<file path="config.mk">
export PLATFORM = sky130hd
export DESIGN_NAME = atr_readout
export DESIGN_NICKNAME = d
export VERILOG_FILES = /design/src/hdl/atr_pkg.sv /design/src/hdl/atr_reg_if.sv /design/src/hdl/atr_spi_engine.sv /design/src/hdl/atr_readout.sv
export VERILOG_INCLUDE_DIRS = /design/src /design/src/hdl
export SDC_FILE = /design/constraint.sdc
export NUM_CORES = 1
export LEC_CHECK = 0
export ABC_AREA = 1
export BUFFER_PORTS_ARGS = -buffer_cell sky130_fd_sc_hd__buf_2
export CORE_MARGIN = 2
export CORE_UTILIZATION = 34
export DETAILED_ROUTE_END_ITERATION = 10
export GPL_ROUTABILITY_DRIVEN = 1
export SETUP_SLACK_MARGIN = 0.15
export SLEW_MARGIN = 20
export SYNTH_ARGS = -nofsm -noshare
export SYNTH_HDL_FRONTEND = slang
export SYNTH_HIERARCHICAL = 1
export SYNTH_SLANG_ARGS = --single-unit
export TNS_END_PERCENT = 10
</file>
<file path="constraint.sdc">
create_clock -name clk -period 1.6 [get_ports clk]
set_input_delay 0.16 -clock clk [delete_from_list [all_inputs] [get_ports clk]]
set_output_delay 0.16 -clock clk [all_outputs]
set_load 0.02 [all_outputs]
</file>
<file path="src/hdl/atr_readout_cfg.svh">
`ifndef ATR_READOUT_CFG_SVH
`define ATR_READOUT_CFG_SVH

// Register addresses on the serial register port.
`define ATR_ADDR_PIN_B_ROUTE 7'h0e
`define ATR_ADDR_RATE_CFG 7'h10
`define ATR_ADDR_CTRL_C3 7'h12
`define ATR_ADDR_CTRL_C4 7'h13
`define ATR_ADDR_SELFTEST 7'h14
`define ATR_ADDR_CTRL_C6 7'h15
`define ATR_ADDR_CTRL_C7 7'h16
`define ATR_ADDR_CTRL_C8 7'h17
`define ATR_ADDR_CTRL_C10 7'h19
`define ATR_ADDR_STATUS 7'h1e
`define ATR_ADDR_TEMP_L 7'h20
`define ATR_ADDR_TEMP_H 7'h21
`define ATR_ADDR_X_L 7'h28
`define ATR_ADDR_X_H 7'h29
`define ATR_ADDR_Y_L 7'h2a
`define ATR_ADDR_Y_H 7'h2b
`define ATR_ADDR_Z_L 7'h2c
`define ATR_ADDR_Z_H 7'h2d

// Reset value of every writable register.
`define ATR_REG_RESET 8'h00

// Field positions.
`define ATR_ACC_EN_MSB 7
`define ATR_ACC_EN_LSB 5
`define ATR_HOLD_BIT 6
`define ATR_SEL_MSB 1
`define ATR_SEL_LSB 0
`define ATR_XDA_BIT 0
`define ATR_TDA_BIT 2
`define ATR_ROUTE_TEMP_BIT 1

// Temperature format: 256 LSB per degree, zero at 25 degrees.
`define ATR_TEMP_LSB_PER_C 256
`define ATR_TEMP_ZERO_C 25
`define ATR_TEMP_OFFSET (`ATR_TEMP_LSB_PER_C * `ATR_TEMP_ZERO_C)

// Electrostatic test force expressed in output LSB.
`define ATR_TEST_FORCE 17'h00800

// Timing: a 20 MHz clock and a 104 Hz temperature rate.
`define ATR_CLK_HZ 20000000
`define ATR_TEMP_RATE_HZ 104
`define ATR_TEMP_PERIOD_CYC (`ATR_CLK_HZ / `ATR_TEMP_RATE_HZ)

`endif

</file>
<file path="src/hdl/atr_pkg.sv">
package atr_pkg;
	typedef enum logic [1:0] {
		ATR_TEST_OFF = 2'b00,
		ATR_TEST_POS = 2'b01,
		ATR_TEST_NEG = 2'b10,
		ATR_TEST_RSVD = 2'b11
	} atr_test_sel_t;
	typedef enum logic [0:0] {
		ATR_PH_ADDR = 1'b0,
		ATR_PH_DATA = 1'b1
	} atr_phase_t;
	typedef logic signed [15:0] atr_sample_t;
endpackage : atr_pkg

</file>
<file path="src/hdl/atr_reg_if.sv">
`timescale 1ns/10ps
interface atr_reg_if;
	logic [6:0] addr;
	logic wr;
	logic [7:0] wdata;
	logic rd;
	logic [7:0] rdata;
	logic busy;
	modport eng (output addr, output wr, output wdata, output rd, output busy, input rdata);
	modport regs (input addr, input wr, input wdata, input rd, input busy, output rdata);
endinterface : atr_reg_if

</file>
<file path="src/hdl/atr_spi_engine.sv">
`timescale 1ns/10ps
module atr_spi_engine (
	input wire logic clk,
	input wire logic nrst,
	input wire logic cs_n,
	input wire logic spc,
	input wire logic sdi,
	output logic sdo,
	output logic sdo_oe,
	atr_reg_if.eng bus
);
	import atr_pkg::*;

	// -------------------------------------------------
	// Pin synchronisers
	// -------------------------------------------------
	logic cs_m, cs_s, spc_m, spc_s, spc_p, sdi_m, sdi_s;
	always_ff @(posedge clk) begin
		if (!nrst) begin
			{cs_m, cs_s} <= 2'h3;
			{spc_m, spc_s, spc_p} <= 3'h7;
			{sdi_m, sdi_s} <= 2'h0;
		end else begin
			{cs_m, cs_s} <= {cs_n, cs_m};
			{spc_m, spc_s, spc_p} <= {spc, spc_m, spc_s};
			{sdi_m, sdi_s} <= {sdi, sdi_m};
		end
	end

	// -------------------------------------------------
	// Frame engine
	// -------------------------------------------------
	atr_phase_t phase_q, phase_d;
	logic rw_q, rw_d, wr_q, wr_d, rd_q, rd_d, sdo_q, sdo_d, oe_q, oe_d;
	logic [2:0] bit_q, bit_d;
	logic [7:0] sh_q, sh_d, tx_q, tx_d, wdata_q, wdata_d;
	logic [6:0] addr_q, addr_d;

	always_comb begin
		phase_d = phase_q;
		rw_d = rw_q;
		bit_d = bit_q;
		sh_d = sh_q;
		tx_d = tx_q;
		addr_d = addr_q;
		wdata_d = wdata_q;
		sdo_d = sdo_q;
		wr_d = 1'b0;
		rd_d = 1'b0;
		oe_d = 1'b0;
		if (wr_q) begin
			addr_d = addr_q + 7'h01;
		end
		if (cs_s) begin
			phase_d = ATR_PH_ADDR;
			bit_d = 3'h0;
		end else begin
			oe_d = (phase_q == ATR_PH_DATA) && rw_q;
			if (spc_s && !spc_p) begin
				sh_d = {sh_q[6:0], sdi_s};
				bit_d = bit_q + 3'h1;
				if (bit_q == 3'h7) begin
					if (phase_q == ATR_PH_ADDR) begin
						rw_d = sh_q[6];
						addr_d = {sh_q[5:0], sdi_s};
						rd_d = sh_q[6];
						phase_d = ATR_PH_DATA;
					end else if (rw_q) begin
						// Reads run on to the next address so a burst covers a whole sample.
						addr_d = addr_q + 7'h01;
						rd_d = 1'b1;
					end else begin
						wr_d = 1'b1;
						wdata_d = {sh_q[6:0], sdi_s};
					end
				end
			end
			if (!spc_s && spc_p) begin
				sdo_d = tx_q[7];
				tx_d = {tx_q[6:0], 1'b0};
			end
		end
		if (rd_q) begin
			tx_d = bus.rdata;
		end
	end

	always_ff @(posedge clk) begin
		if (!nrst) begin
			phase_q <= ATR_PH_ADDR;
			rw_q <= 1'b0;
			bit_q <= 3'h0;
			sh_q <= 8'h00;
			tx_q <= 8'h00;
			addr_q <= 7'h00;
			wdata_q <= 8'h00;
			sdo_q <= 1'b0;
			oe_q <= 1'b0;
			wr_q <= 1'b0;
			rd_q <= 1'b0;
		end else begin
			phase_q <= phase_d;
			rw_q <= rw_d;
			bit_q <= bit_d;
			sh_q <= sh_d;
			tx_q <= tx_d;
			addr_q <= addr_d;
			wdata_q <= wdata_d;
			sdo_q <= sdo_d;
			oe_q <= oe_d;
			wr_q <= wr_d;
			rd_q <= rd_d;
		end
	end

	assign sdo = sdo_q;
	assign sdo_oe = oe_q;
	assign bus.addr = addr_q;
	assign bus.wr = wr_q;
	assign bus.wdata = wdata_q;
	assign bus.rd = rd_q;
	assign bus.busy = !cs_s;
endmodule : atr_spi_engine

</file>
<file path="src/hdl/atr_readout.sv">
`timescale 1ns/10ps
`include "atr_readout_cfg.svh"
module atr_readout #(
	parameter int unsigned TEMP_PERIOD_CYC = `ATR_TEMP_PERIOD_CYC
) (
	input wire logic clk,
	input wire logic nrst,
	input wire logic cs_n,
	input wire logic spc,
	input wire logic sdi,
	output logic sdo,
	output logic sdo_oe,
	input wire atr_pkg::atr_sample_t acc_x_in,
	input wire atr_pkg::atr_sample_t acc_y_in,
	input wire atr_pkg::atr_sample_t acc_z_in,
	input wire logic acc_sample_valid,
	input wire atr_pkg::atr_sample_t temp_in,
	output logic accel_on,
	output logic temp_sensor_on,
	output atr_pkg::atr_test_sel_t selftest_select,
	output logic interrupt_pin_b
);
	import atr_pkg::*;

	atr_reg_if bus ();

	atr_spi_engine u_engine (
		.clk(clk),
		.nrst(nrst),
		.cs_n(cs_n),
		.spc(spc),
		.sdi(sdi),
		.sdo(sdo),
		.sdo_oe(sdo_oe),
		.bus(bus)
	);

	// -------------------------------------------------
	// Helpers
	// -------------------------------------------------
	function automatic atr_sample_t atr_sat(input logic signed [16:0] v);
		atr_sample_t r;
		r = v[15:0];
		if (v > 17'sh07fff) begin
			r = 16'sh7fff;
		end else if (v < -17'sh08000) begin
			r = -16'sh8000;
		end
		return r;
	endfunction : atr_sat

	function automatic atr_sample_t atr_apply_force(input atr_sample_t raw, input atr_test_sel_t sel);
		logic signed [16:0] sum;
		sum = {raw[15], raw};
		if (sel == ATR_TEST_POS) begin
			sum = sum + $signed(`ATR_TEST_FORCE);
		end else if (sel == ATR_TEST_NEG) begin
			sum = sum - $signed(`ATR_TEST_FORCE);
		end
		return atr_sat(sum);
	endfunction : atr_apply_force

	// -------------------------------------------------
	// Control registers
	// -------------------------------------------------
	logic [7:0] rate_cfg_q, rate_cfg_d, c3_q, c3_d, c4_q, c4_d, test_q, test_d;
	logic [7:0] c6_q, c6_d, c7_q, c7_d, c8_q, c8_d, c10_q, c10_d, route_q, route_d;

	always_comb begin
		rate_cfg_d = rate_cfg_q;
		c3_d = c3_q;
		c4_d = c4_q;
		test_d = test_q;
		c6_d = c6_q;
		c7_d = c7_q;
		c8_d = c8_q;
		c10_d = c10_q;
		route_d = route_q;
		if (bus.wr) begin
			case (bus.addr)
				`ATR_ADDR_RATE_CFG: rate_cfg_d = bus.wdata;
				`ATR_ADDR_CTRL_C3: c3_d = bus.wdata;
				`ATR_ADDR_CTRL_C4: c4_d = bus.wdata;
				`ATR_ADDR_SELFTEST: test_d = bus.wdata;
				`ATR_ADDR_CTRL_C6: c6_d = bus.wdata;
				`ATR_ADDR_CTRL_C7: c7_d = bus.wdata;
				`ATR_ADDR_CTRL_C8: c8_d = bus.wdata;
				`ATR_ADDR_CTRL_C10: c10_d = bus.wdata;
				`ATR_ADDR_PIN_B_ROUTE: route_d = bus.wdata;
				default: ;
			endcase
		end
	end

	always_ff @(posedge clk) begin
		if (!nrst) begin
			rate_cfg_q <= `ATR_REG_RESET;
			c3_q <= `ATR_REG_RESET;
			c4_q <= `ATR_REG_RESET;
			test_q <= `ATR_REG_RESET;
			c6_q <= `ATR_REG_RESET;
			c7_q <= `ATR_REG_RESET;
			c8_q <= `ATR_REG_RESET;
			c10_q <= `ATR_REG_RESET;
			route_q <= `ATR_REG_RESET;
		end else begin
			rate_cfg_q <= rate_cfg_d;
			c3_q <= c3_d;
			c4_q <= c4_d;
			test_q <= test_d;
			c6_q <= c6_d;
			c7_q <= c7_d;
			c8_q <= c8_d;
			c10_q <= c10_d;
			route_q <= route_d;
		end
	end

	// -------------------------------------------------
	// Sample capture and flags
	// -------------------------------------------------
	// A frame that is being clocked holds the output bytes when the hold bit
	// is set, so high and low halves always come from the same sample.
	logic frozen, acc_en, temp_tick, acc_read, temp_read;
	atr_test_sel_t sel;
	atr_sample_t ax_s_q, ax_s_d, ay_s_q, ay_s_d, az_s_q, az_s_d, t_s_q, t_s_d;
	atr_sample_t ax_q, ax_d, ay_q, ay_d, az_q, az_d, t_q, t_d;
	logic acc_new_q, acc_new_d, t_new_q, t_new_d, xda_q, xda_d, tda_q, tda_d;
	logic acc_on_q, acc_on_d, pin_b_q, pin_b_d;
	logic [17:0] t_cnt_q, t_cnt_d;
	atr_test_sel_t sel_q, sel_d;

	// hold bit freezes outputs during a frame
	assign frozen = c3_q[`ATR_HOLD_BIT] && bus.busy;
	assign acc_en = (rate_cfg_q[`ATR_ACC_EN_MSB:`ATR_ACC_EN_LSB] != 3'h0);
	assign sel = atr_test_sel_t'(test_q[`ATR_SEL_MSB:`ATR_SEL_LSB]);
	assign temp_tick = acc_on_q && (t_cnt_q == 18'(TEMP_PERIOD_CYC - 1));
	assign acc_read = bus.rd && (bus.addr >= `ATR_ADDR_X_L) && (bus.addr <= `ATR_ADDR_Z_H);
	assign temp_read = bus.rd && ((bus.addr == `ATR_ADDR_TEMP_L) || (bus.addr == `ATR_ADDR_TEMP_H));

	always_comb begin
		ax_s_d = ax_s_q;
		ay_s_d = ay_s_q;
		az_s_d = az_s_q;
		t_s_d = t_s_q;
		ax_d = ax_q;
		ay_d = ay_q;
		az_d = az_q;
		t_d = t_q;
		acc_new_d = acc_new_q;
		t_new_d = t_new_q;
		xda_d = xda_q;
		tda_d = tda_q;
		acc_on_d = acc_en;
		sel_d = sel;
		t_cnt_d = t_cnt_q + 18'h00001;
		if (!acc_on_q) begin
			t_cnt_d = 18'h00000;
		end
		if (temp_tick) begin
			t_cnt_d = 18'h00000;
			// remove the 25 degree zero level
			t_s_d = atr_sat({temp_in[15], temp_in} - 17'(`ATR_TEMP_OFFSET));
			t_new_d = 1'b1;
		end
		// output is acceleration plus the test force for POS, minus it for NEG, saturated
		if (acc_sample_valid && acc_on_q) begin
			ax_s_d = atr_apply_force(acc_x_in, sel_q);
			ay_s_d = atr_apply_force(acc_y_in, sel_q);
			az_s_d = atr_apply_force(acc_z_in, sel_q);
			acc_new_d = 1'b1;
		end
		if (acc_read) begin
			xda_d = 1'b0;
		end
		if (temp_read) begin
			tda_d = 1'b0;
		end
		// new sample sets flag, winning over a read
		if (acc_new_q && !frozen) begin
			ax_d = ax_s_q;
			ay_d = ay_s_q;
			az_d = az_s_q;
			acc_new_d = acc_sample_valid && acc_on_q;
			xda_d = 1'b1;
		end
		if (t_new_q && !frozen) begin
			t_d = t_s_q;
			t_new_d = temp_tick;
			tda_d = 1'b1;
		end
		// temperature ready routed to pin b
		pin_b_d = route_q[`ATR_ROUTE_TEMP_BIT] && tda_d;
	end

	always_ff @(posedge clk) begin
		if (!nrst) begin
			ax_s_q <= 16'sh0000;
			ay_s_q <= 16'sh0000;
			az_s_q <= 16'sh0000;
			t_s_q <= 16'sh0000;
			ax_q <= 16'sh0000;
			ay_q <= 16'sh0000;
			az_q <= 16'sh0000;
			t_q <= 16'sh0000;
			acc_new_q <= 1'b0;
			t_new_q <= 1'b0;
			xda_q <= 1'b0;
			tda_q <= 1'b0;
			acc_on_q <= 1'b0;
			sel_q <= ATR_TEST_OFF;
			pin_b_q <= 1'b0;
			t_cnt_q <= 18'h00000;
		end else begin
			ax_s_q <= ax_s_d;
			ay_s_q <= ay_s_d;
			az_s_q <= az_s_d;
			t_s_q <= t_s_d;
			ax_q <= ax_d;
			ay_q <= ay_d;
			az_q <= az_d;
			t_q <= t_d;
			acc_new_q <= acc_new_d;
			t_new_q <= t_new_d;
			xda_q <= xda_d;
			tda_q <= tda_d;
			acc_on_q <= acc_on_d;
			sel_q <= sel_d;
			pin_b_q <= pin_b_d;
			t_cnt_q <= t_cnt_d;
		end
	end

	assign accel_on = acc_on_q;
	assign temp_sensor_on = acc_on_q;
	assign selftest_select = sel_q;
	assign interrupt_pin_b = pin_b_q;

	// -------------------------------------------------
	// Read multiplexer
	// -------------------------------------------------
	logic [7:0] rmux;
	always_comb begin
		rmux = 8'h00;
		unique case (bus.addr)
			`ATR_ADDR_PIN_B_ROUTE: rmux = route_q;
			`ATR_ADDR_RATE_CFG: rmux = rate_cfg_q;
			`ATR_ADDR_CTRL_C3: rmux = c3_q;
			`ATR_ADDR_CTRL_C4: rmux = c4_q;
			`ATR_ADDR_SELFTEST: rmux = test_q;
			`ATR_ADDR_CTRL_C6: rmux = c6_q;
			`ATR_ADDR_CTRL_C7: rmux = c7_q;
			`ATR_ADDR_CTRL_C8: rmux = c8_q;
			`ATR_ADDR_CTRL_C10: rmux = c10_q;
			`ATR_ADDR_STATUS: begin
				rmux[`ATR_XDA_BIT] = xda_q;
				rmux[`ATR_TDA_BIT] = tda_q;
			end
			`ATR_ADDR_TEMP_L: rmux = t_q[7:0];
			`ATR_ADDR_TEMP_H: rmux = t_q[15:8];
			`ATR_ADDR_X_L: rmux = ax_q[7:0];
			`ATR_ADDR_X_H: rmux = ax_q[15:8];
			`ATR_ADDR_Y_L: rmux = ay_q[7:0];
			`ATR_ADDR_Y_H: rmux = ay_q[15:8];
			`ATR_ADDR_Z_L: rmux = az_q[7:0];
			`ATR_ADDR_Z_H: rmux = az_q[15:8];
			default: rmux = 8'h00;
		endcase
	end
	assign bus.rdata = rmux;

	// -------------------------------------------------
	// Assertions
	// -------------------------------------------------
	logic [17:0] gap_q;
	logic seen_q;
	always_ff @(posedge clk) begin
		if (!nrst || !acc_on_q || temp_tick) begin
			gap_q <= 18'h00000;
			seen_q <= acc_on_q && temp_tick;
		end else begin
			gap_q <= gap_q + 18'h00001;
		end
	end

	temp_power_a : assert property (@(posedge clk) disable iff (!nrst)
		!acc_en |=> !temp_sensor_on && !temp_tick)
		else $error("temperature channel on while acceleration is off");
	temp_rate_a : assert property (@(posedge clk) disable iff (!nrst)
		temp_tick && seen_q |-> gap_q == 18'(TEMP_PERIOD_CYC - 1))
		else $error("temperature tick spacing wrong");
	temp_flag_a : assert property (@(posedge clk) disable iff (!nrst)
		t_new_q && !frozen |=> tda_q && t_q == $past(t_s_q))
		else $error("temperature flag not set on new result");
	pin_route_a : assert property (@(posedge clk) disable iff (!nrst)
		##1 interrupt_pin_b == ($past(route_q[`ATR_ROUTE_TEMP_BIT]) && tda_q))
		else $error("pin b does not follow routed temperature flag");
	temp_zero_a : assert property (@(posedge clk) disable iff (!nrst)
		temp_tick && temp_in == 16'sh1900 |=> t_s_q == 16'sh0000)
		else $error("25 degrees does not read zero");
	test_force_a : assert property (@(posedge clk) disable iff (!nrst)
		acc_sample_valid && acc_on_q && sel_q == ATR_TEST_OFF |=> ax_s_q == $past(acc_x_in))
		else $error("output shifted with self-test off");
	accel_flag_a : assert property (@(posedge clk) disable iff (!nrst)
		acc_new_q && !frozen |=> xda_q && ax_q == $past(ax_s_q))
		else $error("acceleration flag not set on new sample");
	accel_clear_a : assert property (@(posedge clk) disable iff (!nrst)
		acc_read && !(acc_new_q && !frozen) |=> !xda_q)
		else $error("acceleration flag not cleared by read");
	axis_map_a : assert property (@(posedge clk) disable iff (!nrst)
		bus.addr == `ATR_ADDR_Y_H |-> bus.rdata == ay_q[15:8])
		else $error("Y high byte misplaced");
	temp_high_a : assert property (@(posedge clk) disable iff (!nrst)
		bus.addr == `ATR_ADDR_TEMP_H |-> bus.rdata == t_q[15:8])
		else $error("temperature high byte misplaced");
endmodule : atr_readout

</file>
==> reports/qor.yml, run 1 <==
status: "finished with violations"
violations: "setup timing"
cts.sinks: 272
maxCapViolations: 0
clk_latency_ps: 570
cpMostUsedCell: "buf_6"
tritoncts: "built"
drc: 0
dp_slack_ps: -205.1
total_power_w: 0.01469
wl_per_cell_um: 14.71
yosysTopAreaCell: "dfxtp_1"
rsz0062_at_grt: "yes"
crit_path_max_fanout: 5
power.share.sequential_pct: 46.1
worst_path_max_delay_cell: "dfxtp_4"
r2r_start: "u_engine/bus.addr[5]$_SDFF_PN0_"
cts-root-buf: "clkbuf_16"
yosysUniqueCellTypes: 51
cp.required_ps: 2080
synth_top_area_share_pct: 41.89
layout.cells.non_filler: 2580
ys.flop_type: "dfxtp_1"
fillers: 3752
internal_power_w: 0.01148
placed_cells_incl_taps: 2436
dr_total_vias: 12521
critPathCaptureType: "register"
clkPwrFrac_pct: 48.8
synth_area_leaders: "dfxtp_1 42%, nand2_1 13%, a21oi_1 6.2%"
rrSetupSlack_ps: -80
post-synth-top-count-cell: "nand2_1"
stdcell_area_sq_um: 17560
p_switching_w: 0.003210
vdd_drop_max_uv: 661.1
port_buffers: 76
start_kind: "register"
async_flop_share_pct: 0
ant_nets: 0
swShare_pct: 21.84
gp_congestion: 0.9019
period_share_pct: 104.8
critPathKind: "register to register"
first_iter_violations: 806
htree_levels: 1
start_util_pct: 34.51
cts.path.max_buffers: 3
cts_buffers: 29
core_sq_um: 37670
arrival_ps: 2150
diodes: 0
crit_chain: "nor2_4, nand2_4, nor3_4, buf_6, buf_6, nand2_2, nand3_2, a21oi_2, nand3_1, nand2_1, a31oi_1"
period_needed_ps: 1676
max_freq_ghz: 0.5965
whs_ps: 67.00
relSlewSlack_pct: 53.71
hold_viol: 0
clk_pin_slew_worst_paths_ps: 60
drive_gt1_share_pct: 28.23
grt_pass1_vias: 12015
fin_skew_ps: 19.79
synth.top_cells.by_count: "443 x nand2_1, 272 x dfxtp_1, 198 x nor2_1"
die_h_um: 199.5
crit_end: "u_engine/tx_q[3]$_SDFFE_PN0P_"
synth_edf_count: 0
avgViaCountPerCell: 4.853
track_usage_pct: 18.92
rr_endpoint: "u_engine/tx_q[3]$_SDFFE_PN0P_"
setup_violations: 9
dieWidth_um: 199.5
slew_viol_final: 0
comb_power_share_pct: 5.1
synth_fp_nets: 1918
dr.pass1.iters: 5
multiInputGateArea_sq_um: 7288
cpPeakStageDelay_ps: 360
area_growth_pct: 35.14
p_per_area_nw_per_um2: 836.6
grt_pass1_wl_um: 61160
r2r_cells: 11
hp-class: "input port to register"
p_leak_nw: 7.152
ys_seq_elements: 272
antenna_found_initial: 0
netlist_instances: 1836
pin_count: 77
drt-total-wl_um: 37950
yosysWarnings: 6
max_slew.worst_pin.slew_ps: 693.4
ys_seq_area_share_pct: 41.89
netlist_area_sq_um: 13000
fin_ws_ps: -76.35
crit_start: "u_engine/bus.addr[5]$_SDFF_PN0_"
rows: 71
grt_max_degree: 61
final_net_count: 2129
hpwl_um: 26210
syn_avg_cell_area_sq_um: 7.079
grt.overflow.total: 0
die_area_sq_um: 39810
regArea_sq_um: 5499
dpl-instance-area_sq_um: 14470
==> critical path: cells and delay by family, from the launching register on <==
kind,cells,cell delay (ps)
AO/OA/AOI/OAI,2,240
buffers and inverters,2,270
flip-flops,1,360
AND/OR/NAND/NOR,7,720
==> flip-flops by register name, summed over array words and instances (netlist names), 16 cells and up <==
name and flops:
t_q 16, ay_q 16, az_q 16, t_s_q 16
ax_q 16, t_cnt_q 18, ay_s_q 16, az_s_q 16
ax_s_q 16
==> area by class of cell <==
type	count	share of cell area [%]
Multi-Input combinational cell	1282	41.49
Clock inverter	8	0.7551
Timing Repair Buffer	261	13.05
Inverter	201	4.538
Tap cell	511	3.640
Sequential cell	272	31.31
Clock buffer	45	5.214
==> timing repair <==
action | 4_1_cts | 5_1_grt
setup buffers | 23 | 8
hold buffers | 54 | 0
hold endpoints to repair | 55 | 0
pin swaps | 87 | 76
setup endpoints to repair | 210 | 219
resized for setup | 200 | 149
cloned | 6 | 0
==> metal layers <==
metal / vias to the layer above / global-route usage, % / part of all wire (%)
met5: - / 0 / 0
met4: 0 / 5.377 / 2.5
met3: 60 / 2.143 / 4.7
met2: 311 / 31.22 / 46
met1: 5809 / 26.01 / 47
li1: 6341 / - / -
==> per-stage QoR <==
step / utilization [%] / setup TNS [ps]
6_report: 46.63 / -341.9
5_1_grt: 46.63 / -3591
4_1_cts: 45.09 / -497.8
3_5_place_dp: 38.41 / -3328
3_3_place_gp: 38.41 / -2245
2_1_floorplan: - / 0
==> cell usage in the layout (no fill, tap or decap), drive strengths merged <==
cell / netlist / layout
a21o: 1 / 1
clkbuf: 50 / 45
nand4: 18 / 18
nor4: 2 / 2
and2: 1 / 1
a21oi: 180 / 180
buf: 33 / 207
clkinv: 6 / 7
nor3b: 4 / 4
o21ai: 146 / 146
o21bai: 2 / 2
o221ai: 2 / 2
xnor2: 3 / 3
nand3: 119 / 119
nand2: 485 / 487
dfxtp: 272 / 272
o22ai: 4 / 4
or2: 7 / 7
bufinv: 0 / 3
xor2: 11 / 11
a31oi: 9 / 9
clkinvlp: 0 / 3
a211oi: 8 / 8
nor2: 219 / 219
inv: 195 / 196
o211ai: 15 / 15
dlygate4sd3: 0 / 54
nor3: 32 / 32
ha: 12 / 12
==> how the worst min path moves through the flow <==
stage / end / cells after the start / startpoint
6_report: t_s_q[8]$_SDFFE_PN0P_ / 5 / temp_in[8]
5_1_grt: t_s_q[8]$_SDFFE_PN0P_ / 5 / temp_in[8]
4_1_cts: t_s_q[12]$_SDFFE_PN0P_ / 4 / temp_in[12]
3_5_place_dp: u_engine/sdi_m$_SDFF_PN0_ / 3 / sdi
3_3_place_gp: u_engine/sdi_m$_SDFF_PN0_ / 3 / sdi
2_1_floorplan: u_engine/sdi_m$_SDFF_PN0_ / 2 / sdi
==> cells by family after synthesis <==
kind of cell / count (synthesis) / synth area share, %
XOR/XNOR: 14 / 0.9434
buffers and inverters: 284 / 9.289
AND/OR/NAND/NOR: 887 / 30.93
adder cells (fa/ha/maj): 12 / 1.155
flip-flops: 272 / 41.89
AO/OA/AOI/OAI: 367 / 15.79
==> power by group through the flow <==
stage	Clock (W)	Sequential [W]	Combinational, W
2_1_floorplan	0	0.00693	0.000336
3_3_place_gp	0	0.00693	0.000553
3_5_place_dp	0	0.00693	0.000558
4_1_cts	0.00731	0.00677	0.000710
5_1_grt	0.00757	0.00676	0.000828
6_report	0.00718	0.00677	0.000750
Note: power is estimated with default switching activity, not from simulation.
==> run 2: changes to the inputs <==
--- a/config.mk
+++ b/config.mk
@@ -16,6 +16,5 @@
 export SLEW_MARGIN = 20
 export SYNTH_ARGS = -nofsm -noshare
 export SYNTH_HDL_FRONTEND = slang
-export SYNTH_HIERARCHICAL = 1
 export SYNTH_SLANG_ARGS = --single-unit
 export TNS_END_PERCENT = 10
==> run 2 against run 1 <==
  * The flow finishes with violations (hold timing, setup timing)
  * Final cell count fell by 3.0%
  * Die area decreased by 4.5%
  * Via count shrank 2.3%
  * Combinational power down 4.7%
  * Hold slack lost 68 ps
  * Critical endpoint is now u_engine.tx_q[5]$_SDFFE_PN0P_
  * Largest cell class unchanged
  * Highest routed layer unchanged
==> reports/qor.yml, run 2 <==
status: "finished with violations"
violations: "hold timing, setup timing"
start_util_pct: 34.71  # +0.20 points
rows: 69  # -2.8%
critPathCaptureType: "register"
final_cell_mix: "317 x nand2_1, 293 x nor2_1, 254 x dfxtp_1"
final_common_cell: "nand2_1"
rr_endpoint: "u_engine.tx_q[5]$_SDFFE_PN0P_"
die_area_sq_um: 38030  # -4.5%
synth_area_leaders: "dfxtp_1 44%, nand2_1 11%, nor2_1 9.8%"
largest-register: "t_cnt_q"
internal_power_w: 0.01098  # -4.4%
highest_layer: "met4"
p_switching_w: 0.003111  # -3.1%
dr_wl_met3_um: 1479  # -16%
netlist_instances: 1799  # -2.0%
dr_total_vias: 12234  # -2.3%
grt.overflow.total: 0  # unchanged
yosysTopAreaCell: "dfxtp_1"
r2r_start: "u_engine.bus.addr[1]$_SDFF_PN0_"
hp-class: "input port to register"
start_kind: "register"
utilization_pct: 46.65  # about the same
slew_viol_final: 0  # unchanged
synth_top_area_share_pct: 43.89  # +2.0 points
port_buffers: 76  # unchanged
cts.sinks: 272  # unchanged
grt_pass1_wl_um: 58000  # -5.2%
dr_wl_met2_um: 17650  # +1.4%
diodes: 0  # unchanged
layout.cells.non_filler: 2502  # -3.0%
wl_per_cell_um: 14.70  # about the same
ys.flop_type: "dfxtp_1"
fillers: 3571  # -4.8%
syn_avg_cell_area_sq_um: 6.896  # -2.6%
grt_pass1_vias: 11384  # -5.3%
placed_cells_incl_taps: 2385  # -2.1%
tritoncts: "built"
met1_length_um: 16820  # -5.7%
first_iter_violations: 716  # -11%
crit_start: "u_engine.bus.addr[1]$_SDFF_PN0_"
p_per_area_nw_per_um2: 845.3  # +1.0%
ys_seq_area_share_pct: 43.89  # +2.0 points
fin_ws_ps: -118.9  # -42.54 ps
max_slew.worst_pin.slew_ps: 688.1  # -5.376 ps
drt-total-wl_um: 36770  # -3.1%
power.share.sequential_pct: 48.1  # +2.0 points
p_leak_nw: 6.991  # -2.2%
synth_edf_count: 0  # unchanged
pin_count: 77  # unchanged
hold_viol: 2  # +2
yosysWarnings: 0  # -6
track_usage_pct: 18.50  # -0.42 points
rsz0062_at_grt: "yes"
crit_path_max_fanout: 5  # unchanged
clkPwrFrac_pct: 46.8  # -2.0 points
r2r_cells: 12  # +1
die_h_um: 195.0  # -2.3%
maxCapViolations: 0  # unchanged
crit_end: "u_engine.tx_q[5]$_SDFFE_PN0P_"
dieWidth_um: 195.0  # -2.3%
synth.top_cells.by_count: "359 x nand2_1, 324 x nor2_1, 272 x dfxtp_1"
core_sq_um: 35740  # -5.1%
fin_skew_ps: 10.92  # -8.866 ps
synth_fp_nets: 1884  # -1.8%
clk_latency_ps: 540  # -30 ps
arrival_ps: 2190  # +40 ps
period_needed_ps: 1719  # +42.54 ps
dr.pass1.iters: 5  # unchanged
setup_violations: 63  # +54
grt_max_degree: 67  # +9.8%
avgViaCountPerCell: 4.890  # +0.75%
yosysUniqueCellTypes: 43  # -16%
cp.required_ps: 2070  # about the same
whs_ps: -0.6472  # -67.65 ps
dp_slack_ps: -268.1  # -62.97 ps
netlist_area_sq_um: 12410  # -4.6%
ant_nets: 0  # unchanged
antenna_found_initial: 0  # unchanged
cts-root-buf: "clkbuf_16"
post-synth-top-count-cell: "nand2_1"
drive_gt1_share_pct: 24.60  # -3.6 points
hpwl_um: 25680  # -2.0%
vdd_drop_max_uv: 608.1  # -8.0%
largest_reg_flops: 18  # unchanged
ys_seq_elements: 272  # unchanged
drc: 0  # unchanged
critPathKind: "register to register"
swShare_pct: 22.07  # +0.23 points
period_share_pct: 107.4  # +2.7 points
area_growth_pct: 34.40
rrSetupSlack_ps: -120  # -40 ps
comb_power_share_pct: 5.1  # about the same
cts.path.max_buffers: 3  # unchanged
async_flop_share_pct: 0  # unchanged
gp_congestion: 0.9443  # +4.7%
relSlewSlack_pct: 54.07  # +0.36 points
final_net_count: 2108  # -0.99%
htree_levels: 1  # unchanged
cts_buffers: 29  # unchanged
max_freq_ghz: 0.5818  # -2.5%
clk_pin_slew_worst_paths_ps: 60  # about the same
-- run 2: cell count changes after synthesis, sizes merged, moves of 4 or more --
cell,before,now
nor2,219,344
nand2,485,368
o21ai,146,246
a21oi,180,141
inv,195,166
nor3,32,5
nand3,119,97
o211ai,15,2
a211oi,8,2
a31oi,9,4
buf,33,28
nand4,18,14
nor3b,4,8
-- run 2: final cells by class --
| type | instances | area, sq um | area share [%] |
|---|---|---|---|
| multi-input cells | 1280 | 6736 | 40.40 |
| clock buffers | 38 | 779.5 | 4.675 |
| inverters | 170 | 710.7 | 4.262 |
| well taps | 461 | 576.8 | 3.459 |
| repair buffers | 270 | 2248 | 13.48 |
| clock inverters | 11 | 136.4 | 0.8180 |
| flip-flops and latches | 272 | 5485 | 32.90 |
-- run 2: metrics by stage --
stage | power [W] | instance area, sq um | setup TNS [ps]
2_1_floorplan | 0.007258 | 12420 | 0
3_3_place_gp | 0.007485 | 14110 | -11560
3_5_place_dp | 0.007495 | 14110 | -17880
4_1_cts | 0.01417 | 16070 | -2006
5_1_grt | 0.01458 | 16670 | -11920
6_report | 0.01409 | 16670 | -2370
-- run 2: repair_timing --
item,in CTS,in global routing
gates resized for setup,183,168
buffers inserted,7,5
hold buffers,51,0
cloned,1,4
hold endpoints to repair,51,0
pin swaps,44,68
setup endpoints to repair,177,232
-- run 2: power groups by stage --
stage	clock network, W	registers [W]	logic, W
finish	0.00660	0.00678	0.000715
floorplan	0	0.00694	0.000322
global route	0.00701	0.00677	0.000802
CTS	0.00671	0.00678	0.000672
detailed placement	0	0.00694	0.000558
global placement	0	0.00694	0.000548
-- run 2: worst max-delay path, cell delays in order, from the launching register on --
cell and delay, ps:
dfxtp_4 380, buf_6 120, ha_4 170, nand3_4 70, nor2_4 170, buf_12 140
nand2_1 40, nand2_1 60, nor2_1 50, buf_4 150, nand3_1 80, o21ai_1 60
a21oi_1 160
-- run 2: per-layer routing --
| layer | vias up | global-route usage (%) |
|---|---|---|
| met3 | 55 | 2.073 |
| met2 | 257 | 32.51 |
| met1 | 5670 | 24.13 |
| met5 | - | 0 |
| li1 | 6252 | - |
| met4 | 0 | 4.778 |
-- run 2: worst min-delay path by stage --
stage	from	end	slack [ps]	cells after the start
2_1_floorplan	sdi	u_engine.sdi_m$_SDFF_PN0_	260	2
3_3_place_gp	cs_n	u_engine.cs_m$_SDFF_PN1_	350	2
3_5_place_dp	cs_n	u_engine.cs_m$_SDFF_PN1_	350	2
4_1_cts	temp_in[12]	t_s_q[12]$_SDFFE_PN0P_	1	4
5_1_grt	acc_y_in[2]	ay_s_q[2]$_SDFFE_PN0P_	10	5
6_report	acc_y_in[0]	ay_s_q[0]$_SDFFE_PN0P_	-0.6	5
-- run 2: logic make-up (layout without fill, tap and decap cells) --
| kind of cell | Yosys count | count (layout) | synth area share [%] |
|---|---|---|---|
| adder cells (fa/ha/maj) | 15 | 15 | 1.513 |
| AO/OA/AOI/OAI | 402 | 402 | 16.85 |
| buffers and inverters | 249 | 489 | 8.240 |
| XOR/XNOR | 13 | 13 | 0.9178 |
| flip-flops | 272 | 272 | 43.89 |
| AND/OR/NAND/NOR | 848 | 850 | 28.58 |
==> run 3: changes to the inputs <==
--- a/config.mk
+++ b/config.mk
@@ -7,11 +7,15 @@
 export NUM_CORES = 1
 export LEC_CHECK = 0
 export ABC_AREA = 1
-export BUFFER_PORTS_ARGS = -buffer_cell sky130_fd_sc_hd__buf_2
+export CAP_MARGIN = 20
+export CELL_PAD_IN_SITES_DETAIL_PLACEMENT = 1
+export CELL_PAD_IN_SITES_GLOBAL_PLACEMENT = 1
 export CORE_MARGIN = 2
 export CORE_UTILIZATION = 34
 export DETAILED_ROUTE_END_ITERATION = 10
+export DONT_BUFFER_PORTS = 1
 export GPL_ROUTABILITY_DRIVEN = 1
+export PLACE_DENSITY_LB_ADDON = 0.1
 export SETUP_SLACK_MARGIN = 0.15
 export SLEW_MARGIN = 20
 export SYNTH_ARGS = -nofsm -noshare
==> run 3 against run 2 <==
  * The flow still finishes with violations (hold timing, setup timing)
  * Register-to-register slack got worse by 20 ps
  * Critical path depth down 1
  * Die area unchanged
  * Global-route usage increased by 3.7 points
  * Sequential power about the same
  * Wire length rose by 16%
  * Clock skew increased by 21 ps
  * Core utilization decreased by 0.056 points
  * Non-clock buffer count decreased by 63
  * Sequential cell count is the same
  * Clock power is 9.2% higher
  * Critical path type unchanged
  * Highest routed layer unchanged
==> reports/qor.yml, run 3 (synthesis gave the netlist of run 2 again) <==
status: "finished with violations"
violations: "hold timing, setup timing"
cts.sinks: 272  # unchanged
fin_skew_ps: 31.91  # +20.99 ps
hp-class: "input port to register"
fillers: 4431  # +24%
antenna_found_initial: 0  # unchanged
critPathTopFamily: "simple AND/OR/NAND/NOR gates"
dpl-instance-area_sq_um: 13760  # -2.4%
avgViaCountPerCell: 4.942  # +1.1%
period_needed_ps: 1734  # +15.26 ps
grt_pass1_wl_um: 67550  # +16%
layout.cells.non_filler: 2447  # -2.2%
fin_ws_ps: -134.1  # -15.26 ps
clk_pin_slew_worst_paths_ps: 70  # about the same
dp_slack_ps: -361.5  # -93.47 ps
final_common_cell: "nand2_1"
p_per_area_nw_per_um2: 873.6  # +3.3%
critPathCaptureType: "register"
grt.overflow.total: 0  # unchanged
placed_cells_incl_taps: 2309  # -3.2%
holdPathStages: 2  # -3
stdcell_area_sq_um: 16650  # -0.12%
cts-root-buf: "clkbuf_16"
r2r_cells: 11  # -1
hpwl_um: 29470  # +15%
setup_violations: 55  # -13%
worst_path_max_delay_cell: "dfxtp_4"
total_power_w: 0.01455  # +3.2%
port_buffers: 0  # -100%
htree_levels: 1  # unchanged
cts_buffers: 31  # +6.9%
vdd_drop_max_uv: 829.8  # +36%
gp_congestion: 0.8467  # -10%
max_freq_ghz: 0.5767  # -0.88%
whs_ps: -252.8  # -252.2 ps
critPathKind: "register to register"
dr.pass1.iters: 4  # -1
crit_chain: "buf_12, ha_4, nand3_2, nor2_4, buf_12, nand2_1, nand2_1, nor2_2, nand3_2, o21ai_1, a21oi_1"
tritoncts: "built"
track_usage_pct: 22.17  # +3.7 points
cp.required_ps: 2050  # -20 ps
maxCapViolations: 0  # unchanged
clkPwrFrac_pct: 49.6  # +2.8 points
worst-path-buf-inv: 2  # -1
core_sq_um: 35740  # unchanged
largest_reg_flops: 18  # unchanged
cts.path.max_buffers: 3  # unchanged
pin_count: 77  # unchanged
final_net_count: 2049  # -2.8%
rows: 69  # unchanged
drc: 0  # unchanged
first_iter_violations: 517  # -28%
largest-register: "t_cnt_q"
grt_max_degree: 202  # +200%
drt-total-wl_um: 42730  # +16%
die_area_sq_um: 38030  # unchanged
final_cell_mix: "304 x nand2_1, 288 x nor2_1, 258 x dfxtp_1"
area_growth_pct: 34.24
start_kind: "register"
diodes: 0  # unchanged
comb_power_share_pct: 3.8  # -1.3 points
path_depth: 11  # -1
relSlewSlack_pct: 55.71  # +1.6 points
dr_total_vias: 12092  # -1.2%
clk_latency_ps: 590  # +50 ps
period_share_pct: 108.4  # +0.95 points
max_slew.worst_pin.slew_ps: 664.3  # -23.79 ps
drive_gt1_share_pct: 23.77  # -0.83 points
p_leak_nw: 6.786  # -2.9%
slew_viol_final: 0  # unchanged
postCtsHoldBufs: 53  # +3.9%
hold_viol: 194  # +192
internal_power_w: 0.01135  # +3.3%
cpPeakStageDelay_ps: 380  # about the same
grt_pass1_vias: 12264  # +7.7%
swShare_pct: 21.98  # -0.087 points
crit_path_max_fanout: 8  # +3
power.share.sequential_pct: 46.6  # -1.5 points
start_util_pct: 34.71  # unchanged
ant_nets: 0  # unchanged
die_h_um: 195.0  # unchanged
arrival_ps: 2180  # about the same
dieWidth_um: 195.0  # unchanged
rsz0062_at_grt: "yes"
wl_per_cell_um: 17.46  # +19%
p_switching_w: 0.003199  # +2.8%
## run 3: repair_timing
item / 4_1_cts / 5_1_grt
pin swaps: 46 / 66
gates resized for setup: 176 / 187
gates cloned: 1 / 5
setup endpoints to repair: 180 / 239
hold endpoints to repair: 264 / 216
setup buffers: 8 / 16
## run 3: power by group through the flow
| stage | combinational, W | clock [W] | sequential, W |
|---|---|---|---|
| 5_1_grt | 0.000621 | 0.00767 | 0.00678 |
| 3_3_place_gp | 0.000384 | 0 | 0.00694 |
| 3_5_place_dp | 0.000393 | 0 | 0.00694 |
| 4_1_cts | 0.000510 | 0.00739 | 0.00678 |
| 2_1_floorplan | 0.000322 | 0 | 0.00694 |
| 6_report | 0.000550 | 0.00721 | 0.00678 |
## run 3: worst reg2reg max path: stages (launching register included)
cell	delay (ps)
dfxtp_4	380
buf_12	130
ha_4	180
nand3_2	100
nor2_4	50
buf_12	140
nand2_1	60
nand2_1	100
nor2_2	160
nand3_2	90
o21ai_1	130
a21oi_1	80
## run 3: area by class of cell
cell class	count	area [sq um]	area share [%]
Clock inverter	6	82.58	0.4959
Timing Repair Buffer	207	2012	12.08
Sequential cell	272	5473	32.86
Clock buffer	49	943.4	5.665
Tap cell	461	576.8	3.464
Multi-Input combinational cell	1282	6860	41.19
Inverter	170	705.7	4.237
## run 3: final timing paths
path                                   startpoint                            end  slack (ps)
setup / recovery  u_engine.bus.addr[0]$_SDFF_PN0_  u_engine.tx_q[1]$_SDFFE_PN0P_        -130
hold / removal                               nrst          ax_q[10]$_SDFFE_PN0P_        -250
setup reg to reg  u_engine.bus.addr[0]$_SDFF_PN0_  u_engine.tx_q[1]$_SDFFE_PN0P_        -130
hold reg to reg          u_engine.cs_m$_SDFF_PN1_       u_engine.cs_s$_SDFF_PN1_         410
## run 3: metal layers
metal	global-route usage, %	up-vias	part of all wire, %
met5	0	-	0
met3	2.556	48	2.6
li1	-	6130	-
met2	36.72	139	47
met1	31.10	5775	48
met4	4.693	0	1.8
## run 3: through the flow
| stage | TNS (ps) | utilization, % |
|---|---|---|
| after floorplan | 0 | - |
| after global placement | -15250 | 38.50 |
| after detailed placement | -23140 | 38.50 |
| after CTS | -1993 | 44.43 |
| after global routing | -13090 | 46.59 |
| final | -3391 | 46.59 |
